`config.mk`:
```
export PLATFORM = sky130hd
export DESIGN_NAME = cpa_top
export DESIGN_NICKNAME = d
export VERILOG_FILES = /design/src/rtl/cpa_ifreg.v /design/src/rtl/cpa_sercmd.v /design/src/rtl/cpa_top.v
export VERILOG_INCLUDE_DIRS = /design/src /design/src/include
export SDC_FILE = /design/constraint.sdc
export NUM_CORES = 1
export LEC_CHECK = 0
export BUFFER_PORTS_ARGS = -buffer_cell sky130_fd_sc_hd__buf_2
export CAP_MARGIN = 20
export CORE_MARGIN = 2
export CORE_UTILIZATION = 55
export CTS_BUF_LIST = sky130_fd_sc_hd__clkbuf_8 sky130_fd_sc_hd__clkbuf_16
export CTS_CLUSTER_DIAMETER = 60
export DETAILED_ROUTE_END_ITERATION = 7
export HOLD_SLACK_MARGIN = 0.02
export PLACE_DENSITY = 0.78
export SLEW_MARGIN = 15
export SYNTH_ARGS = -nofsm -noshare
export SYNTH_HDL_FRONTEND = slang
export SYNTH_SLANG_ARGS = --single-unit
```
`constraint.sdc`:
```
create_clock -name clk_i -period 3.2 [get_ports clk_i]
set_input_delay 0.32 -clock clk_i [delete_from_list [all_inputs] [get_ports clk_i]]
set_output_delay 0.32 -clock clk_i [all_outputs]
set_load 0.01 [all_outputs]
```
`src/include/cpa_defs.vh`:
```
/*
 * Constants of the control port access block: external register codes,
 * address mode fields, serial command layout and handshake edge counts.
 * Assumes inclusion by bare name from files under rtl/.
 */
`ifndef CPA_DEFS_VH
`define CPA_DEFS_VH

// External 3-bit register codes.
`define CPA_EXT_DR0       3'h0
`define CPA_EXT_DR1       3'h1
`define CPA_EXT_DR2       3'h2
`define CPA_EXT_DR3       3'h3
`define CPA_EXT_DR4       3'h4
`define CPA_EXT_RSVD      3'h5
`define CPA_EXT_LAR       3'h6
`define CPA_EXT_AMR       3'h7

// Address mode register fields.
`define CPA_AMR_HI_LSB    0
`define CPA_AMR_HI_MSB    1
`define CPA_AMR_RINC_BIT  6
`define CPA_AMR_WINC_BIT  7
`define CPA_AMR_RESET     8'h00
`define CPA_LAR_RESET     8'h00

// Serial command word fields (16 significant bits).
`define CPA_CMD_RD_BIT    15
`define CPA_CMD_WR_BIT    14
`define CPA_CMD_A_MSB     10
`define CPA_CMD_A_LSB     8
`define CPA_CMD_D_MSB     7
`define CPA_CMD_D_LSB     0
`define CPA_CMD_BITS      5'h10

// Handshake edge counts after the start edge N.
`define CPA_RDY_INT_EDGES 2'h3
`define CPA_RDY_EXT_EDGES 2'h2
`define CPA_ACK_EDGES     2'h3

// Widths.
`define CPA_IADDR_W       10
`define CPA_IDATA_W       36

`endif

```
`src/rtl/cpa_ifreg.v`:
```
/*
 * Interface register file: five data registers, low address and address
 * mode registers, with the internal transfer and auto increment logic.
 * Assumes a single access strobe per cycle from the arbiter above.
 */
`timescale 1ns/1ns
`include "cpa_defs.vh"

module cpa_ifreg (
    // Clock and reset.
    input  wire        clk_i,
    input  wire        rstn_i,
    // Access from the arbiter.
    input  wire        acc_i,
    input  wire        acc_wr_i,
    input  wire [2:0]  acc_addr_i,
    input  wire [7:0]  acc_wdata_i,
    output reg  [7:0]  acc_rdata_o,
    // Internal space.
    output reg  [9:0]  int_addr_o,
    output reg         int_wr_o,
    output reg         int_rd_o,
    output reg  [35:0] int_wdata_o,
    input  wire [35:0] int_rdata_i
);

    // ------------------------------------------------------------
    // Storage
    // ------------------------------------------------------------
    reg [7:0] data_r [0:4];
    reg [7:0] low_addr_reg_r;
    reg [7:0] addr_mode_reg_r;
    integer   i;

    wire [9:0] iaddr = {addr_mode_reg_r[`CPA_AMR_HI_MSB:`CPA_AMR_HI_LSB], low_addr_reg_r};
    wire       dr0_acc = acc_i && (acc_addr_i == `CPA_EXT_DR0);
    wire       do_inc = dr0_acc && (acc_wr_i ? addr_mode_reg_r[`CPA_AMR_WINC_BIT]
                                             : addr_mode_reg_r[`CPA_AMR_RINC_BIT]);
    wire [9:0] iaddr_inc = iaddr + 10'h001;

    // Address register values after this edge. The internal address port follows them, so a
    // combinational internal read always sees the location the registers point at.
    // Limitation: for one cycle after a data register 0 write the port still shows the
    // written location, so a read in that very cycle would see the old address.
    wire       lar_wr  = acc_i && acc_wr_i && (acc_addr_i == `CPA_EXT_LAR);
    wire       amr_wr  = acc_i && acc_wr_i && (acc_addr_i == `CPA_EXT_AMR);
    wire [7:0] lar_nxt = do_inc ? iaddr_inc[7:0] : (lar_wr ? acc_wdata_i : low_addr_reg_r);
    wire [1:0] ahi_nxt = do_inc ? iaddr_inc[9:8]
                       : (amr_wr ? acc_wdata_i[`CPA_AMR_HI_MSB:`CPA_AMR_HI_LSB]
                                 : addr_mode_reg_r[`CPA_AMR_HI_MSB:`CPA_AMR_HI_LSB]);

    // Register writes, internal transfers and address stepping.
    always @(posedge clk_i or negedge rstn_i) begin
        if (!rstn_i) begin
            for (i = 0; i < 5; i = i + 1) begin
                data_r[i] <= 8'h00;
            end
            low_addr_reg_r  <= `CPA_LAR_RESET;
            addr_mode_reg_r <= `CPA_AMR_RESET;
            int_wr_o        <= 1'b0;
            int_rd_o        <= 1'b0;
            int_wdata_o     <= 36'h000000000;
            int_addr_o      <= 10'h000;
            acc_rdata_o     <= 8'h00;
        end else begin
            int_wr_o <= 1'b0;
            int_rd_o <= 1'b0;
            int_addr_o <= {ahi_nxt, lar_nxt};
            if (acc_i && acc_wr_i) begin
                case (acc_addr_i)
                    `CPA_EXT_LAR: low_addr_reg_r <= acc_wdata_i;
                    `CPA_EXT_AMR: addr_mode_reg_r <= acc_wdata_i;
                    `CPA_EXT_RSVD: ;
                    `CPA_EXT_DR4: data_r[4] <= {4'h0, acc_wdata_i[3:0]};
                    default: data_r[acc_addr_i] <= acc_wdata_i;
                endcase
            end
            if (dr0_acc && acc_wr_i) begin
                int_wr_o    <= 1'b1;
                int_addr_o  <= iaddr;
                int_wdata_o <= {data_r[4][3:0], data_r[3], data_r[2], data_r[1], acc_wdata_i};
            end
            if (dr0_acc && !acc_wr_i) begin
                int_rd_o  <= 1'b1;
                data_r[0] <= int_rdata_i[7:0];
                data_r[1] <= int_rdata_i[15:8];
                data_r[2] <= int_rdata_i[23:16];
                data_r[3] <= int_rdata_i[31:24];
                data_r[4] <= {4'h0, int_rdata_i[35:32]};
            end
            if (do_inc) begin
                low_addr_reg_r <= iaddr_inc[7:0];
                addr_mode_reg_r[`CPA_AMR_HI_MSB:`CPA_AMR_HI_LSB] <= iaddr_inc[9:8];
            end
            // Read data; DR0 returns the fresh low byte in the same access.
            if (acc_i && !acc_wr_i) begin
                case (acc_addr_i)
                    `CPA_EXT_DR0: acc_rdata_o <= int_rdata_i[7:0];
                    `CPA_EXT_LAR: acc_rdata_o <= low_addr_reg_r;
                    `CPA_EXT_AMR: acc_rdata_o <= addr_mode_reg_r;
                    `CPA_EXT_RSVD: acc_rdata_o <= 8'h00;
                    default: acc_rdata_o <= data_r[acc_addr_i];
                endcase
            end
        end
    end

endmodule

```
`src/rtl/cpa_sercmd.v`:
```
/*
 * Serial command receiver: shifts in command words, decodes the first
 * sixteen bits and raises one access request per word with exactly one flag set.
 * Assumes a bit enable and word boundary strobe from the serial framer.
 */
`timescale 1ns/1ns
`include "cpa_defs.vh"

module cpa_sercmd (
    // Clock and reset.
    input  wire       clk_i,
    input  wire       rstn_i,
    // Serial side.
    input  wire       serial_cmd_in_i,
    input  wire       bit_en_i,
    input  wire       word_end_i,
    // Decoded request.
    output reg        req_o,
    output reg        req_wr_o,
    output reg  [2:0] req_addr_o,
    output reg  [7:0] req_data_o,
    input  wire       req_done_i
);

    reg [15:0] shift_r;
    reg [4:0]  cnt_r;

    // Keep only the first sixteen bits
    always @(posedge clk_i or negedge rstn_i) begin
        if (!rstn_i) begin
            shift_r    <= 16'h0000;
            cnt_r      <= 5'h00;
            req_o      <= 1'b0;
            req_wr_o   <= 1'b0;
            req_addr_o <= 3'h0;
            req_data_o <= 8'h00;
        end else begin
            if (req_done_i) begin
                req_o <= 1'b0;
            end
            if (word_end_i) begin
                cnt_r <= 5'h00;
                if (shift_r[`CPA_CMD_RD_BIT] ^ shift_r[`CPA_CMD_WR_BIT]) begin
                    req_o      <= 1'b1;
                    req_wr_o   <= shift_r[`CPA_CMD_WR_BIT];
                    req_addr_o <= shift_r[`CPA_CMD_A_MSB:`CPA_CMD_A_LSB];
                    req_data_o <= shift_r[`CPA_CMD_D_MSB:`CPA_CMD_D_LSB];
                end
            end else if (bit_en_i && cnt_r < `CPA_CMD_BITS) begin
                shift_r <= {shift_r[14:0], serial_cmd_in_i};
                cnt_r   <= cnt_r + 5'h01;
            end
        end
    end

endmodule

```
`src/rtl/cpa_top.v`:
```
/*
 * Control port access top: parallel host port in two handshake modes,
 * serial command path, arbitration and the interface register file.
 * Assumes host pins are synchronous to clk_i and the internal space
 * answers reads combinationally.
 */
`timescale 1ns/1ns
`include "cpa_defs.vh"

module cpa_top (
    // Clock and reset.
    input  wire        clk_i,
    input  wire        rstn_i,
    // Parallel host port.
    input  wire        mode_i,
    input  wire        cs_n_i,
    input  wire        rd_n_i,
    input  wire        wr_n_i,
    input  wire [2:0]  addr_i,
    input  wire [7:0]  data_i,
    output reg  [7:0]  data_o,
    output reg         data_oe_o,
    output reg         ready_o,
    output reg         transfer_ack_n_o,
    // Serial command path.
    input  wire        serial_cmd_in_i,
    input  wire        ser_bit_en_i,
    input  wire        ser_word_end_i,
    output reg  [7:0]  ser_rdata_o,
    output reg         ser_rvalid_o,
    // Internal space.
    output wire [9:0]  int_addr_o,
    output wire        int_wr_o,
    output wire        int_rd_o,
    output wire [35:0] int_wdata_o,
    input  wire [35:0] int_rdata_i
);

    // ------------------------------------------------------------
    // Parallel port states
    // ------------------------------------------------------------
    localparam ST_IDLE = 2'h0;
    localparam ST_WAIT = 2'h1;
    localparam ST_HOLD = 2'h2;
    localparam ST_DONE = 2'h3;

    reg [1:0] state_r;
    reg [1:0] state_nxt;
    reg [1:0] cnt_r;
    reg [1:0] cnt_nxt;
    reg       acc_wr_r;
    reg [2:0] acc_addr_r;
    reg       ser_busy_r;
    reg       took_r;

    // Mode 1 data strobe with read/write select
    wire strobe   = mode_i ? !rd_n_i : (!rd_n_i || !wr_n_i);
    wire is_write = mode_i ? !wr_n_i : !wr_n_i;
    wire start    = !cs_n_i && strobe;

    // Serial command decoder.
    wire       s_req;
    wire       s_wr;
    wire [2:0] s_addr;
    wire [7:0] s_data;
    wire       s_take;

    cpa_sercmd u_ser (
        .clk_i           (clk_i),
        .rstn_i          (rstn_i),
        .serial_cmd_in_i (serial_cmd_in_i),
        .bit_en_i        (ser_bit_en_i),
        .word_end_i      (ser_word_end_i),
        .req_o           (s_req),
        .req_wr_o        (s_wr),
        .req_addr_o      (s_addr),
        .req_data_o      (s_data),
        .req_done_i      (s_take)
    );

    // ------------------------------------------------------------
    // Arbitration
    // ------------------------------------------------------------
    // The parallel access reaches the registers one edge before the handshake answers:
    // ready rises, or acknowledge falls, on the edge after the register access, so the
    // read byte already stands on data_o when the host samples the answer.
    // A serial request pending at the access edge pushes the parallel access back,
    // and the cycle after a serial access is kept free so its read byte is not lost.
    // Serial request wins the shared registers
    assign s_take = s_req;
    wire p_take   = (state_r == ST_WAIT) && !s_req && !ser_busy_r && (cnt_r == 2'h0);

    wire       acc      = s_take || p_take;
    wire       acc_wr   = s_take ? s_wr : acc_wr_r;
    wire [2:0] acc_addr = s_take ? s_addr : acc_addr_r;
    wire [7:0] acc_wd   = s_take ? s_data : data_i;
    wire [7:0] acc_rd;

    cpa_ifreg u_reg (
        .clk_i       (clk_i),
        .rstn_i      (rstn_i),
        .acc_i       (acc),
        .acc_wr_i    (acc_wr),
        .acc_addr_i  (acc_addr),
        .acc_wdata_i (acc_wd),
        .acc_rdata_o (acc_rd),
        .int_addr_o  (int_addr_o),
        .int_wr_o    (int_wr_o),
        .int_rd_o    (int_rd_o),
        .int_wdata_o (int_wdata_o),
        .int_rdata_i (int_rdata_i)
    );

    // Count of edges still owed before the handshake completes.
    function [1:0] edges_for;
        input wr;
        input [2:0] a;
        begin
            // Longer read for data register 0
            if (!wr && a == `CPA_EXT_DR0) begin
                edges_for = `CPA_RDY_INT_EDGES;
            end else begin
                edges_for = `CPA_RDY_EXT_EDGES;
            end
        end
    endfunction

    // Next state of the parallel handshake.
    always @* begin
        state_nxt = state_r;
        cnt_nxt   = cnt_r;
        case (state_r)
            ST_IDLE: begin
                if (start) begin
                    state_nxt = ST_WAIT;
                    cnt_nxt   = mode_i ? `CPA_ACK_EDGES - 2'h2 : edges_for(is_write, addr_i) - 2'h2;
                end
            end
            ST_WAIT: begin
                if (cnt_r != 2'h0) begin
                    cnt_nxt = cnt_r - 2'h1;
                end else if (p_take) begin
                    state_nxt = ST_HOLD;
                end
            end
            ST_HOLD: begin
                // Completion on sampled chip select high
                if (cs_n_i) begin
                    state_nxt = ST_IDLE;
                end else if (!strobe) begin
                    state_nxt = ST_DONE;
                end
            end
            ST_DONE: begin
                if (cs_n_i) begin
                    state_nxt = ST_IDLE;
                end else if (strobe) begin
                    state_nxt = ST_WAIT;
                    cnt_nxt   = 2'h0;
                end
            end
            default: state_nxt = ST_IDLE;
        endcase
    end

    // Handshake registers and data capture.
    always @(posedge clk_i or negedge rstn_i) begin
        if (!rstn_i) begin
            state_r          <= ST_IDLE;
            cnt_r            <= 2'h0;
            acc_wr_r         <= 1'b0;
            acc_addr_r       <= 3'h0;
            ser_busy_r       <= 1'b0;
            took_r           <= 1'b0;
            ready_o          <= 1'b1;
            transfer_ack_n_o <= 1'b1;
            data_o           <= 8'h00;
            data_oe_o        <= 1'b0;
            ser_rdata_o      <= 8'h00;
            ser_rvalid_o     <= 1'b0;
        end else begin
            state_r    <= state_nxt;
            cnt_r      <= cnt_nxt;
            ser_busy_r <= s_take;
            took_r     <= p_take;
            if ((state_r == ST_IDLE || state_r == ST_DONE) && start) begin
                acc_wr_r   <= is_write;
                acc_addr_r <= addr_i;
            end
            // Mode 0: ready low while busy, or while a serial request is pending outside idle
            // The first hold cycle still counts as busy, so ready rises one edge after the access.
            ready_o <= mode_i || (state_nxt == ST_IDLE) || (state_nxt == ST_DONE)
                       || (state_nxt == ST_HOLD && state_r == ST_HOLD)
                       ? !(s_req && !mode_i && state_nxt != ST_IDLE) : 1'b0;
            // Held until strobe release, forced high by chip select
            transfer_ack_n_o <= !(mode_i && state_r == ST_HOLD && state_nxt == ST_HOLD);
            data_oe_o        <= !cs_n_i && !acc_wr_r && (state_nxt == ST_HOLD);
            if (p_take && !acc_wr_r) begin
                data_o <= (acc_addr_r == `CPA_EXT_DR0) ? int_rdata_i[7:0] : 8'h00;
            end
            // Other registers answer one edge after the access. Loading only then keeps a
            // later serial read from overwriting the byte the host is still holding.
            if (took_r && !acc_wr_r && acc_addr_r != `CPA_EXT_DR0) begin
                data_o <= acc_rd;
            end
            ser_rvalid_o <= ser_busy_r && !s_wr;
            if (ser_busy_r) begin
                ser_rdata_o <= acc_rd;
            end
        end
    end

endmodule
```
==> impl_summary.txt <==
----------------------------------------------------
[STA]
  Setup-failing EPs final ... 0
  Unrepaired setup endpoints after global routing ... no
  Portion of the clock cycle consumed by the worst path in the final layout ... 0.844
  Clock Skew ... 0.00617 ns
  Maximum achievable frequency ... 370 MHz
  Min Hold Slack ... 0.106 ns
  Transition time at the pin with the least slew margin ... 0.936 ns
  Final TNS setup ... 0 ns
  Slew headroom ... 0.358
  Final Hold Fails ... 0
  Worst Slack Setup Final ... 0.498 ns
  Min cycle time layout ... 2.70 ns
  Final number of max-transition violations ... 0

[Clock tree]
  H-tree depth reported by CTS ... 4
  Clock slew at the register clock pins of the worst setup and hold paths ... 0.06 ns
  Hold buffers post-CTS ... 1
  TritonCTS clock tree ... yes
  CTS sink count ... 168
  Num CTS Buffers ... 17
  Setup Fix Bufs, Post-CTS ... 0
  Clock Tree Buf Depth ... 2
  PostCTS Resize Cnt ... 0
  Worst-Skew Late Latency ... 0.43 ns
  Clock root buffer ... sky130_fd_sc_hd__clkbuf_16

[Power]
  Total power density per cell area ... 1020 nW/um2
  Worst IR Drop VDD ... 0.000417 V
  Leakage ... 0.00446 uW

[Status]
  Run status ... finished clean

[Cells and area]
  Area growth from synthesis to layout ... 18.5%
  Most used cells in the layout excluding fill and tap cells ... sky130_fd_sc_hd__dfrtp_1 (166), sky130_fd_sc_hd__nand2_1 (156), sky130_fd_sc_hd__buf_2 (122), sky130_fd_sc_hd__mux2_2 (44), sky130_fd_sc_hd__nor2_1 (30)
  Final std cell area, no fill ... 9200 um2
  Number of inserted diodes ... 0
  Most common cell after layout, fill and taps aside ... sky130_fd_sc_hd__dfrtp_1
  Final layout net count ... 911
  Fraction of final layout cells with drive strength greater than 1 ... 0.274

[Critical path]
  Worst setup SP type ... register
  Largest driver fanout on the critical path ... 10
  WP data arrival ... 3.01 ns
  Critical path capture point type ... register
  Max stage delay on crit path ... 0.49 ns
  Origin of the critical flop-to-flop path ... state_r[1]$_DFF_PN0_
  Cells traversed along the worst timing path ... inv_1 > ha_1 > nand4bb_4 > inv_2 > a22o_1 > and3_1 > o21ai_2 > a221o_1
  Critical path's slowest cell ... sky130_fd_sc_hd__and3_1
  Worst EP required ... 3.51 ns
  Critical path startpoint ... state_r[1]$_DFF_PN0_
  Category of the critical setup timing path ... register to register

[Worst hold path]
  Hold Startpoint ... int_rdata_i[29]
  Class of the tightest hold or removal check ... primary input to register

[Placement]
  Placement-stage cell area ... 8550 um2
  Half-perimeter wire length of the detailed placement result ... 15400 um
  Number of I/O port buffers ... 123
  Final weighted congestion of routability-driven global placement ... 0.964
  Pre-CTS worst setup slack ... 0.553 ns

[Floorplanning]
  IO Count ... 124
  Die Area ... 15100 um2
  Std cell rows ... 43
  Area of the placeable core ... 13800 um2
  Chip Height ... 123 um
  Initial core utilization ... 0.562
  Width of the chip ... 123 um

[Detailed routing]
  Detail Route Antenna Nets ... 0
  Drt first pass iters ... 7
  Routed WL per cell ... 20.4 um
  Total detailed-routing wirelength ... 21200 um
  Total via count after detailed routing ... 6336
  Vias per inst ... 6.09
  DRC violation total after the first TritonRoute iteration ... 799
  Drc violations ... 0

[Logic synthesis]
  Most used flip-flop cell after synthesis ... sky130_fd_sc_hd__dfrtp_1
  Flops & latches, synth ... 168
  Per-instance average area after synthesis ... 10.7 um2
  Seq/Total Area, Yosys ... 0.542
  Post-Syn Area ... 7770 um2
  EDFF count, synth ... 0
  Cells after synthesis ... 729
  Number of different library cells in the post-synthesis netlist ... 66
  Number of warnings reported in the yosys synthesis log ... 0
  Share of async-settable or async-resettable flops after synthesis ... 1.00
  Synthesized netlist net count ... 792

[Global routing]
  Remaining global-route overflow ... 0
  Pin count of the biggest net entering global routing ... 74
  Number of antenna violations at the first check in global routing ... 0
  Number of global-route vias before repair ... 6251
  GR Util All Layers ... 0.295
  First-pass GRT wire length ... 33500 um

[Run]
  Max-cap violations ... 0

----------------------------------------------------
## kinds of logic after synthesis
logic type | share of synthesized area
buffers and inverters | 0.0370
AO/OA/AOI/OAI | 0.159
adder cells (fa/ha/maj) | 0.0113
multiplexers | 0.0968
XOR/XNOR | 0.00677
flip-flops | 0.542
AND/OR/NAND/NOR | 0.148
## routing by layer
layer	track usage	up-vias	routed length (um)
li1	-	2871	-
met1	0.398	3100	8580
met2	0.459	317	10000
met3	0.0771	48	1960
met4	0.116	0	611
met5	0	-	0
## critical path, delay by kind of cell (launching register included)
kind / cells / cell delay [ns]
and+or+nand+nor: 2 / 0.69
buffers and inverters: 2 / 0.25
AOI/OAI and AO/OA: 3 / 0.90
adders and majority gates: 1 / 0.32
DFF: 1 / 0.42
## per-stage QoR
| step | total power [uW] | util | std cells |
|---|---|---|---|
| global placement | 6930 | 0.619 | 1008 |
| floorplan | 5880 | - | 729 |
| CTS | 9360 | 0.666 | 1041 |
| detailed placement | 7110 | 0.619 | 1008 |
| finish | 9380 | 0.666 | 1041 |
| global route | 9920 | 0.666 | 1041 |
## area by class of cell
class                   instances  area [um2]
clock buffers                  17         425
well taps                     180         225
inverters                      27         101
multi-input cells             495        3270
fillers                      1056        4620
flip-flops and latches        168        4210
repair buffers                139         757
clock inverters                15         214
## registers in the layout (all words and copies together) (netlist names), 8 cells and up
name / flops
data_o: 8
ser_rdata_o: 8
u_reg.acc_rdata_o: 8
u_reg.addr_mode_reg_r: 8
u_reg.data_r: 32
u_reg.int_addr_o: 10
u_reg.int_wdata_o: 36
u_reg.low_addr_reg_r: 8
u_ser.req_data_o: 8
u_ser.shift_r: 16
## where the power goes
part / internal [uW] / total [uW] / switching, uW / leakage, uW
sequential: 2950 / 3720 / 773 / 0.00211
combinational: 1470 / 3440 / 1960 / 0.00205
clock: 1330 / 2230 / 900 / 0.000305
total: 5750 / 9380 / 3640 / 0.00446
## Yosys cell counts (7+ instances only)
cell type / count / area (um2)
sky130_fd_sc_hd__a221o_1: 12 / 120
sky130_fd_sc_hd__buf_2: 11 / 55.1
sky130_fd_sc_hd__nand3_1: 21 / 105
sky130_fd_sc_hd__mux2_2: 44 / 495
sky130_fd_sc_hd__nor3_1: 9 / 45.0
sky130_fd_sc_hd__a222oi_1: 24 / 240
sky130_fd_sc_hd__inv_1: 23 / 86.3
sky130_fd_sc_hd__o21ai_0: 20 / 100
sky130_fd_sc_hd__nand2_1: 156 / 586
sky130_fd_sc_hd__and2_1: 7 / 43.8
sky130_fd_sc_hd__o22ai_1: 8 / 50.1
sky130_fd_sc_hd__mux2i_1: 22 / 220
sky130_fd_sc_hd__o211ai_1: 21 / 158
sky130_fd_sc_hd__ha_1: 7 / 87.6
sky130_fd_sc_hd__nor2_1: 30 / 113
sky130_fd_sc_hd__o21a_1: 10 / 75.1
sky130_fd_sc_hd__clkbuf_1: 20 / 75.1
sky130_fd_sc_hd__dfrtp_1: 166 / 4150
sky130_fd_sc_hd__o21ai_1: 7 / 35.0
sky130_fd_sc_hd__a21oi_1: 14 / 70.1
## worst paths after layout
| kind | endpoint | slack, ns | depth (start not counted) |
|---|---|---|---|
| min | u_reg.data_r[13]$_DFFE_PN0P_ | 0.11 | 3 |
| max reg2reg | u_reg.int_addr_o[6]$_DFF_PN0_ | 0.50 | 8 |
| max in group asynchronous | u_reg.data_r[20]$_DFFE_PN0P_ | 1.83 | 3 |
| max | u_reg.int_addr_o[6]$_DFF_PN0_ | 0.50 | 8 |
| min in group asynchronous | u_reg.int_wdata_o[12]$_DFFE_PN0P_ | 0.48 | 2 |
| min reg2reg | u_reg.int_wdata_o[17]$_DFFE_PN0P_ | 0.47 | 2 |
(Power assumes the default switching activity.)
